--- src/logic/scs_pkg.sv ---
`default_nettype none
package scs_pkg;

  localparam int          SCS_DATA_W        = 8;
  localparam int          SCS_ADDR_W        = 8;

  // register offsets
  localparam logic [7:0]  SCS_ADDR_VALUE    = 8'h18;
  localparam logic [7:0]  SCS_ADDR_GAIN     = 8'h23;
  localparam logic [7:0]  SCS_ADDR_OFFSET   = 8'h24;
  localparam logic [7:0]  SCS_ADDR_DTRIM    = 8'h25;
  localparam logic [7:0]  SCS_ADDR_LIMIT    = 8'h26;

  // gain trim register fields
  localparam int          SCS_RANGE_MSB     = 7;
  localparam int          SCS_RANGE_LSB     = 6;
  localparam int          SCS_GAIN_POL_BIT  = 5;
  localparam int          SCS_GAIN_MSB      = 4;
  // analog offset trim register fields
  localparam int          SCS_POS_BIT       = 7;
  localparam int          SCS_OFS_POL_BIT   = 6;
  localparam int          SCS_OFS_MSB       = 5;

  // full-scale range codes: 37.5 mV / 15.26 uV, 75 mV / 30.52 uV, 150 mV / 61.04 uV
  localparam logic [1:0]  SCS_RANGE_37MV5   = 2'h0;
  localparam logic [1:0]  SCS_RANGE_75MV    = 2'h1;
  localparam logic [1:0]  SCS_RANGE_150MV   = 2'h2;
  localparam logic [1:0]  SCS_RANGE_RSVD    = 2'h3;

  // values after reset
  localparam logic [7:0]  SCS_RST_GAIN      = 8'h00;
  localparam logic [7:0]  SCS_RST_OFFSET    = 8'h00;
  localparam logic [7:0]  SCS_RST_DTRIM     = 8'h00;
  localparam logic [7:0]  SCS_RST_LIMIT     = 8'hfe;
  localparam logic [7:0]  SCS_RST_VALUE     = 8'h00;
  localparam logic [7:0]  SCS_UNMAPPED_READ = 8'h00;
  localparam logic [7:0]  SCS_RST_RDDATA    = 8'h00;

  // largest limit software may program
  localparam logic [7:0]  SCS_LIMIT_MAX     = 8'hfe;

endpackage
`default_nettype wire

--- src/logic/scs_secondary_current_sense.sv ---
`timescale 1ns/100ps
`default_nettype none
// Behaviour
// RULE1 - range code selects full scale and LSB
// RULE2 - software must not write range code 11
// RULE3 - gain polarity bit: zero positive, one negative
// RULE4 - five-bit gain trim corrects resistor tolerance
// RULE5 - software sets sensing position before offset trim
// RULE6 - offset polarity: one negative, zero positive
// RULE7 - six-bit offset trim corrects divider error
// RULE8 - digital trim calibrates reported current value
// RULE9 - calibrate position, then offset, then digital trim
// RULE10 - flag set when current exceeds limit
// RULE11 - software keeps limit at or below 254
module scs_secondary_current_sense
  import scs_pkg::*;
#(
  parameter int DATA_W = SCS_DATA_W
) (
  input  wire logic              core_clk,
  input  wire logic              srst,
  input  wire logic [7:0]        regAddr,
  input  wire logic              regWrEn,
  input  wire logic [7:0]        regWrData,
  input  wire logic              regRdEn,
  output logic      [7:0]        regRdData,
  input  wire logic [DATA_W-1:0] rawSample,
  input  wire logic              rawSampleValid,
  output logic      [1:0]        fullScaleRangeSelect,
  output logic                   gainPolarity,
  output logic      [4:0]        gainTrim,
  output logic                   sensePositionSelect,
  output logic                   offsetPolarity,
  output logic      [5:0]        offsetTrim,
  output logic      [7:0]        currentValue,
  output logic                   currentValueValid,
  output logic                   overcurrentFlag
);

  if (DATA_W != 8) begin : gBadWidth
    $error("scs_secondary_current_sense supports DATA_W of 8 only");
  end

  ////////////////////////////////////////////////////////////////////////////////
  // register file

  logic [7:0] gainReg_ff;
  logic [7:0] offsetReg_ff;
  logic [7:0] dTrimReg_ff;
  logic [7:0] limitReg_ff;
  logic [7:0] value_ff;
  logic       valueValid_ff;
  logic       ocpFlag_ff;
  logic [7:0] rdData_ff;

  wire        wrGain   = regWrEn && (regAddr == SCS_ADDR_GAIN);
  wire        wrOffset = regWrEn && (regAddr == SCS_ADDR_OFFSET);
  wire        wrDTrim  = regWrEn && (regAddr == SCS_ADDR_DTRIM);
  wire        wrLimit  = regWrEn && (regAddr == SCS_ADDR_LIMIT);

  // reserved range code would leave the front end undefined, so the old range stays
  wire        rangeIsRsvd = (regWrData[SCS_RANGE_MSB:SCS_RANGE_LSB] == SCS_RANGE_RSVD); // RULE2
  wire [1:0]  nxt_range   = rangeIsRsvd ? gainReg_ff[SCS_RANGE_MSB:SCS_RANGE_LSB]
                                        : regWrData[SCS_RANGE_MSB:SCS_RANGE_LSB];
  wire [7:0]  nxt_gainReg = {nxt_range, regWrData[SCS_GAIN_POL_BIT:0]};

  always_ff @(posedge core_clk) begin
    if (srst) begin
      gainReg_ff   <= SCS_RST_GAIN;
      offsetReg_ff <= SCS_RST_OFFSET;
      dTrimReg_ff  <= SCS_RST_DTRIM;
      limitReg_ff  <= SCS_RST_LIMIT;
    end else begin
      if (wrGain) begin
        gainReg_ff <= nxt_gainReg; // RULE1
      end
      if (wrOffset) begin
        offsetReg_ff <= regWrData; // RULE7
      end
      if (wrDTrim) begin
        dTrimReg_ff <= regWrData;
      end
      if (wrLimit) begin
        limitReg_ff <= regWrData;
      end
    end
  end

  ////////////////////////////////////////////////////////////////////////////////
  // analog front-end controls

  assign fullScaleRangeSelect = gainReg_ff[SCS_RANGE_MSB:SCS_RANGE_LSB]; // RULE1
  assign gainPolarity         = gainReg_ff[SCS_GAIN_POL_BIT];            // RULE3
  assign gainTrim             = gainReg_ff[SCS_GAIN_MSB:0];              // RULE4
  assign sensePositionSelect  = offsetReg_ff[SCS_POS_BIT];
  assign offsetPolarity       = offsetReg_ff[SCS_OFS_POL_BIT];           // RULE6
  assign offsetTrim           = offsetReg_ff[SCS_OFS_MSB:0];             // RULE7

  ////////////////////////////////////////////////////////////////////////////////
  // digital trim: two's complement offset, saturated to 0..255

  function automatic logic [7:0] trimSat(input logic [7:0] raw, input logic [7:0] trim);
    logic signed [9:0] sum;
    sum = $signed({2'h0, raw}) + $signed({{2{trim[7]}}, trim});
    if (sum < 0) begin
      trimSat = 8'h00;
    end else if (sum > 10'sd255) begin
      trimSat = 8'hff;
    end else begin
      trimSat = sum[7:0];
    end
  endfunction

  wire [7:0] nxt_value = trimSat(rawSample, dTrimReg_ff); // RULE8
  // compare against the value being loaded so the flag never lags a sample
  wire [7:0] cmpValue  = rawSampleValid ? nxt_value : value_ff;
  wire       nxt_ocp   = (cmpValue > limitReg_ff); // RULE10

  always_ff @(posedge core_clk) begin
    if (srst) begin
      value_ff      <= SCS_RST_VALUE;
      valueValid_ff <= 1'b0;
      ocpFlag_ff    <= 1'b0;
    end else begin
      valueValid_ff <= rawSampleValid;
      ocpFlag_ff    <= nxt_ocp; // RULE10
      if (rawSampleValid) begin
        value_ff <= nxt_value; // RULE8
      end
    end
  end

  assign currentValue      = value_ff;
  assign currentValueValid = valueValid_ff;
  assign overcurrentFlag   = ocpFlag_ff;

  ////////////////////////////////////////////////////////////////////////////////
  // read port, one cycle latency

  wire [7:0] rdMux = (regAddr == SCS_ADDR_VALUE)  ? value_ff     :
                     (regAddr == SCS_ADDR_GAIN)   ? gainReg_ff   :
                     (regAddr == SCS_ADDR_OFFSET) ? offsetReg_ff :
                     (regAddr == SCS_ADDR_DTRIM)  ? dTrimReg_ff  :
                     (regAddr == SCS_ADDR_LIMIT)  ? limitReg_ff  : SCS_UNMAPPED_READ;

  always_ff @(posedge core_clk) begin
    if (srst) begin
      rdData_ff <= SCS_RST_RDDATA;
    end else if (regRdEn) begin
      rdData_ff <= rdMux; // RULE8
    end
  end

  assign regRdData = rdData_ff;
endmodule
`default_nettype wire

--- config.mk ---
export PLATFORM = sky130hd
export DESIGN_NAME = scs_secondary_current_sense
export DESIGN_NICKNAME = d
export VERILOG_FILES = /design/src/logic/scs_pkg.sv /design/src/logic/scs_secondary_current_sense.sv
export SDC_FILE = /design/constraint.sdc
export NUM_CORES = 1
export LEC_CHECK = 0
export ABC_AREA = 1
export BUFFER_PORTS_ARGS = -buffer_cell sky130_fd_sc_hd__buf_2
export CORE_ASPECT_RATIO = 1.2
export CORE_UTILIZATION = 45
export DETAILED_ROUTE_END_ITERATION = 10
export PLACE_DENSITY = 0.7
export SETUP_SLACK_MARGIN = 0.3
export SLEW_MARGIN = 15
export SYNTH_ARGS = -nofsm -noshare
export SYNTH_HDL_FRONTEND = slang
export SYNTH_SLANG_ARGS = --single-unit
--- constraint.sdc ---
create_clock -name core_clk -period 2.65 [get_ports core_clk]
set_input_delay 0.3975 -clock core_clk [delete_from_list [all_inputs] [get_ports core_clk]]
set_output_delay 0.3975 -clock core_clk [all_outputs]
set_load 0.005 [all_outputs]
==> results of run 1 <==
cells in the mapped netlist (all sizes together):
cell type and count:
nor4 3, a21oi 42, nand3b 1, nand2 103
inv 50, nor2 45, buf 4, a31oi 1
nand4 3, dfxtp 50, o21ai 30, o41ai 1
nand3 45, clkbuf 6, clkinv 1, xor2 2
xnor2 2, a211oi 2, fa 1, ha 17
or2 1, nor3 11
metal layers:
layer / track usage (%) / up-vias
met5: 0 / -
met4: 11.5 / 0
met3: 3.64 / 20
met2: 41.7 / 112
met1: 31.4 / 1470
li1: - / 1555
power by group through the flow:
stage | Sequential (mW) | Combinational (mW) | Clock, mW
6_report | 0.769 | 0.226 | 0.528
5_1_grt | 0.771 | 0.246 | 0.569
4_1_cts | 0.772 | 0.194 | 0.539
3_5_place_dp | 0.791 | 0.177 | 0
3_3_place_gp | 0.791 | 0.173 | 0
2_1_floorplan | 0.791 | 0.100 | 0
final cells by class:
type,count,area [um2]
sequential,50,1020
multi-input combinational,311,2000
tap,85,106
timing repair buffer,87,502
inverter,51,191
fill,611,2480
clock buffer,7,76.3
clock inverter,1,30.0
critical path, delay by kind of cell (launching register included):
family / cells / cell delay [ns]
adders and majority gates: 2 / 0.68
and+or+nand+nor: 6 / 0.64
AOI/OAI and AO/OA: 4 / 0.76
DFF: 1 / 0.35
cell families after synthesis:
family,share of synthesized area (%)
DFF,33.8
AOI/OAI and AO/OA,14.3
xor gates and xnor gates,1.18
buffers and inverters,8.33
adders and majority gates,7.86
and+or+nand+nor,34.5
flip-flops by register name, indices dropped and copies added, names as in the netlist:
register	count
offsetReg_ff	8
currentValue	8
dTrimReg_ff	8
overcurrentFlag	1
regRdData	8
gainReg_ff	8
currentValueValid	1
limitReg_ff	8
how the worst max path moves through the flow:
stage                         from              end  slack [ns]
global route        dTrimReg_ff[0]  overcurrentFlag       -0.07
detailed placement    rawSample[0]  overcurrentFlag       -0.08
CTS                 dTrimReg_ff[0]  overcurrentFlag        0.14
global placement      rawSample[0]  overcurrentFlag      -0.008
finish              dTrimReg_ff[5]  overcurrentFlag        0.09
floorplan             rawSample[0]  overcurrentFlag        0.18
repair_timing:
action / in CTS / in global routing
buffers inserted: 8 / 7
cloned: 1 / 0
endpoints found under the setup margin: 1 / 2
gates resized for setup: 23 / 41
pin swaps: 10 / 21
metrics by stage:
step	TNS, ns	instance area [um2]	util, %	worst slack, ns	instances
finish	0	3930	61.3	0.0929	592
global route	-0.0701	3930	61.3	-0.0701	592
CTS	0	3680	57.5	0.136	585
detailed placement	-0.0843	3420	53.4	-0.0843	568
global placement	-0.00758	3420	53.4	-0.00758	568
floorplan	0	2980	-	0.182	421
==> summary.txt, run 1 <==
Floorplanning
  • IO Count: 63
  • FP Rows: 32
  • Die area: 6910 um2
  • Die Y: 90.8 um
  • Die W: 76.0 um
  • Core Region: 6410 um2
  • Initial Util: 46.2%

GRT
  • Antenna violations before repair: 0
  • First-pass GRT wire length: 13,800 um
  • Overall Global Routing Usage: 24.9%
  • Vias in the first global route: 2,913
  • Largest net degree at the start of global routing: 29
  • Gr ovfl total: 0

Detailed routing
  • Drt first pass iters: 5
  • Via count: 3,157
  • Met2 wire length: 4350 um
  • Top routing layer used: met4
  • Post-DR vias/cell: 5.33
  • ANT nets after route: 0
  • Met3 wire len: 460 um
  • # DRC: 0
  • 1st-iter DRT viols: 208
  • Drt wl/cell: 14.8 um
  • WL met1: 3690 um
  • Routed WL: 8740 um

Cells and area
  • Commonest non-fill, non-tap cells in the layout: nand2_1 (77), buf_2 (62), dfxtp_1 (44)
  • Ratio of cells with drive above 1 in the final layout: 35.7%
  • Net count reported at finish: 553
  • Syn-to-layout area delta: 32.6%
  • Diode count: 0
  • Most common cell after layout, fill and taps aside: nand2_1

Yosys
  • Mapped Cells: 421
  • Syn avg cell area: 7.03 um2
  • Area contributors post-synth: dfxtp_1 (34%), nand2_1 (12%), ha_1 (7.2%)
  • Synth Net Count: 468
  • Post-Syn Area: 2960 um2
  • Post-synth top area share: 33.8%
  • Netlist cell types: 34
  • Synth warn: 0
  • Post-synthesis sequential area ratio: 33.8%
  • #FFs+latches synth: 50
  • Post-synth top area cell: dfxtp_1

Hold path
  • Worst Hold Launch: regWrData[2]
  • Hold depth: 3
  • Min-delay worst type: input port to flop
  • Hold EP: limitReg_ff[2]

Timing
  • RSZ-0062 raised after global routing: true
  • Least-Margin Pin Slew: 0.653 ns
  • Period minus WS final: 2.56 ns
  • Hold Worst Slack: 0.368 ns
  • Setup violators final: 0
  • Post-route clock period utilization: 96.5%
  • Max Slew Vio Count: 0
  • Final hold vios: 0
  • Setup Skew: 0.00324 ns
  • Fmax: 0.391 GHz
  • Max transition margin: 56.5%

Power and ir drop
  • Sw power: 387 uW
  • Overall power: 1.52 mW
  • Pleak: 1.83 nW
  • Clk network pwr share: 34.7%
  • Pwr/cell area: 388 nW/um2
  • Sequential Power Share: 50.5%
  • Peak supply drop: 369 uV
  • Internal power: 1.14 mW
  • Gate power share: 14.8%
  • Switching portion of total power: 25.4%

Critical path
  • Critical R2R Capture: overcurrentFlag
  • Worst path cell trace: ha_2 > nand2_2 > nor2_4 > nand3_2 > nand3_2 > nand2_2 > a21oi_2 > a21oi_2 > ha_1 > nand2_1 > o41ai_2 > a31oi_1
  • CP max FO: 5
  • R2R Path Start: dTrimReg_ff[5]
  • Worst Path Arrival: 2.74 ns
  • Worst reg-to-reg path cell count: 12
  • Startpoint types: flop
  • Setup CP Type: flop to flop
  • Largest stage delay, worst path: 0.40 ns
  • Slowest cell on the critical path: ha_2
  • Worst Path Required: 2.83 ns
  • R2r setup slk: 0.09 ns
  • CP endpoint kind: flop

Clocking
  • Hold-fix buffers at CTS: 0
  • CTS Sinks: 50
  • CTS root buffer: clkbuf_8
  • Worst-Skew Late Latency: 0.30 ns
  • Htree depth: 2
  • Reg clk slew, reported paths: 0.09 ns
  • CTS tree: built
  • Clock Path Buffers: 2
  • Num CTS Buffers: 5

Placed design
  • Post-DP HPWL: 6300 um
  • GPL Wtd Cong: 0.878
  • PortBufs: 62

Flow run
  • Max-cap viol count: 0

Run status
  • Outcome: complete, no violations
Power figures use the tool's default switching activity.
==> inputs of run 2 (changes only) <==
--- a/config.mk
+++ b/config.mk
@@ -7,11 +7,10 @@
 export LEC_CHECK = 0
 export ABC_AREA = 1
 export BUFFER_PORTS_ARGS = -buffer_cell sky130_fd_sc_hd__buf_2
-export CORE_ASPECT_RATIO = 1.2
+export CORE_ASPECT_RATIO = 1.4
 export CORE_UTILIZATION = 45
 export DETAILED_ROUTE_END_ITERATION = 10
-export PLACE_DENSITY = 0.7
-export SETUP_SLACK_MARGIN = 0.3
+export PLACE_DENSITY = 0.68
 export SLEW_MARGIN = 15
 export SYNTH_ARGS = -nofsm -noshare
 export SYNTH_HDL_FRONTEND = slang
==> constraint.sdc (replaced) <==
create_clock -name core_clk -period 2.9 [get_ports core_clk]
set_input_delay 0.435 -clock core_clk [delete_from_list [all_inputs] [get_ports core_clk]]
set_output_delay 0.435 -clock core_clk [all_outputs]
set_load 0.005 [all_outputs]
==> run 2 against run 1 <==
Compared with the run above:
- the run now ends with design-rule violations left
- maximum frequency fell by 4.2%
- global-route usage shrank 1.6 points
- clock skew grew 0.0038 ns
- die area about the same
- clock power decreased by 7.0%
==> summary.txt, run 2 (synthesis results as in run 1) <==
Run status
  • Outcome: complete, but fails checks
  • Failing checks: design-rule violations

Placed design
  • Placed cell areas: 3320 um2
  • Pre-CTS WS: 0.00430 ns
  • PortBufs: 62
  • GPL Wtd Cong: 0.919
  • Post-DP HPWL: 6110 um
  • Placed Instances: 547

GRT
  • First-pass GRT wire length: 12,900 um
  • Vias in the first global route: 2,754
  • Overall Global Routing Usage: 23.3%
  • Gr ovfl total: 0
  • Largest net degree at the start of global routing: 30
  • Antenna violations before repair: 0

Floorplanning
  • Die W: 70.5 um
  • Initial Util: 47.0%
  • Core Region: 6300 um2
  • Die Y: 98.0 um
  • Die area: 6910 um2
  • IO Count: 63
  • FP Rows: 34

Critical path
  • CP endpoint kind: flop
  • Startpoint types: flop
  • Worst Path Required: 3.09 ns
  • Worst Path Arrival: 2.86 ns
  • Setup CP Type: flop to flop
  • CP max FO: 8

Hold path
  • Min-delay worst type: input port to flop

Timing
  • RSZ-0062 raised after global routing: false
  • Hold Worst Slack: 0.403 ns
  • Max transition margin: 48.5%
  • Least-Margin Pin Slew: 0.767 ns
  • Max Slew Vio Count: 0
  • Setup Skew: 0.00702 ns
  • Fmax: 0.375 GHz
  • Post-route clock period utilization: 92.0%
  • Setup violators final: 0
  • Fin Setup TNS: 0 ns
  • Period minus WS final: 2.67 ns
  • Final hold vios: 0
  • Final worst setup slack: 0.231 ns

Detailed routing
  • Via count: 2,916
  • Met2 wire length: 3920 um
  • ANT nets after route: 0
  • # DRC: 2
  • Post-DR vias/cell: 5.25
  • 1st-iter DRT viols: 117
  • Top routing layer used: met4
  • Routed WL: 7780 um
  • Drt first pass iters: 7
  • Met3 wire len: 314 um
  • WL met1: 3390 um
  • Drt wl/cell: 14.0 um

Clocking
  • Htree depth: 2
  • CTS root buffer: clkbuf_8
  • Num CTS Buffers: 5
  • Reg clk slew, reported paths: 0.09 ns
  • Post-CTS setup buffers: 0
  • CTS tree: built
  • CTS Sinks: 50
  • Worst-Skew Late Latency: 0.30 ns
  • Clock Path Buffers: 2

Cells and area
  • Multi-input combinational cell area: 1740 um2
  • Finished Layout Cells: 555
  • Most common cell after layout, fill and taps aside: nand2_1
  • Diode count: 0
  • Register area: 1000 um2
  • Ratio of cells with drive above 1 in the final layout: 22.2%
  • Net count reported at finish: 529
  • Commonest non-fill, non-tap cells in the layout: nand2_1 (96), buf_2 (62), dfxtp_1 (49)
  • Fin area: 3460 um2
  • Syn-to-layout area delta: 17.0%
  • Layout fillers: 628

Power and ir drop
  • Peak supply drop: 292 uV
  • Switching portion of total power: 25.2%
  • Pwr/cell area: 392 nW/um2
  • Internal power: 1.02 mW
  • Gate power share: 11.8%
  • Clk network pwr share: 36.2%
  • Sw power: 342 uW
  • Pleak: 1.69 nW
  • Sequential Power Share: 52.0%

Flow run
  • Max-cap viol count: 0
run 2: worst paths after layout:
kind	start	end	slack (ns)	cells after the start
min reg2reg	regRdData[5]	regRdData[5]	0.47	2
min	regWrData[6]	limitReg_ff[6]	0.40	3
max reg2reg	dTrimReg_ff[0]	overcurrentFlag	0.23	17
max	dTrimReg_ff[0]	overcurrentFlag	0.23	17
run 2: metrics by stage:
step	power, mW	utilization (%)
6_report	1.36	55.0
5_1_grt	1.41	55.0
3_5_place_dp	0.880	52.7
2_1_floorplan	0.814	-
3_3_place_gp	0.878	52.7
4_1_cts	1.36	54.4
run 2: per-layer routing:
| metal | vias up | global-route usage (%) |
|---|---|---|
| li1 | 1501 | - |
| met1 | 1331 | 28.7 |
| met2 | 73 | 41.5 |
| met3 | 11 | 2.89 |
| met4 | 0 | 8.46 |
| met5 | - | 0 |
run 2: power by group through the flow:
stage	Combinational (mW)	Sequential (mW)	Clock, mW
CTS	0.157	0.707	0.498
floorplan	0.0907	0.723	0
global route	0.179	0.708	0.527
finish	0.160	0.707	0.491
global placement	0.154	0.723	0
detailed placement	0.156	0.723	0
run 2: final cells by class:
type / instances / share of cell area [%]
clock buffers: 7 / 2.20
clock inverters: 1 / 0.867
inverters: 51 / 5.53
multi-input cells: 310 / 50.4
flip-flops and latches: 50 / 29.0
well taps: 72 / 2.60
repair buffers: 64 / 9.40
run 2: what timing repair did:
item                       4_1_cts  5_1_grt
setup endpoints to repair        0        1
gates resized for setup          0        7
hold endpoints to repair         0        0
hold buffers                     0        0
run 2: critical path, stage by stage (launching register included):
cell     delay, ns
dfxtp_4       0.37
ha_2          0.20
inv_1         0.06
fa_2          0.34
inv_1         0.06
nand3_1       0.06
nand2_1       0.09
nand2_1       0.05
nand2_1       0.09
inv_1         0.07
nand3_4       0.12
nand3_1       0.09
nand2_1       0.09
nand2_1       0.06
ha_1          0.29
nand2_1       0.09
o41ai_2       0.35
a31oi_1       0.06
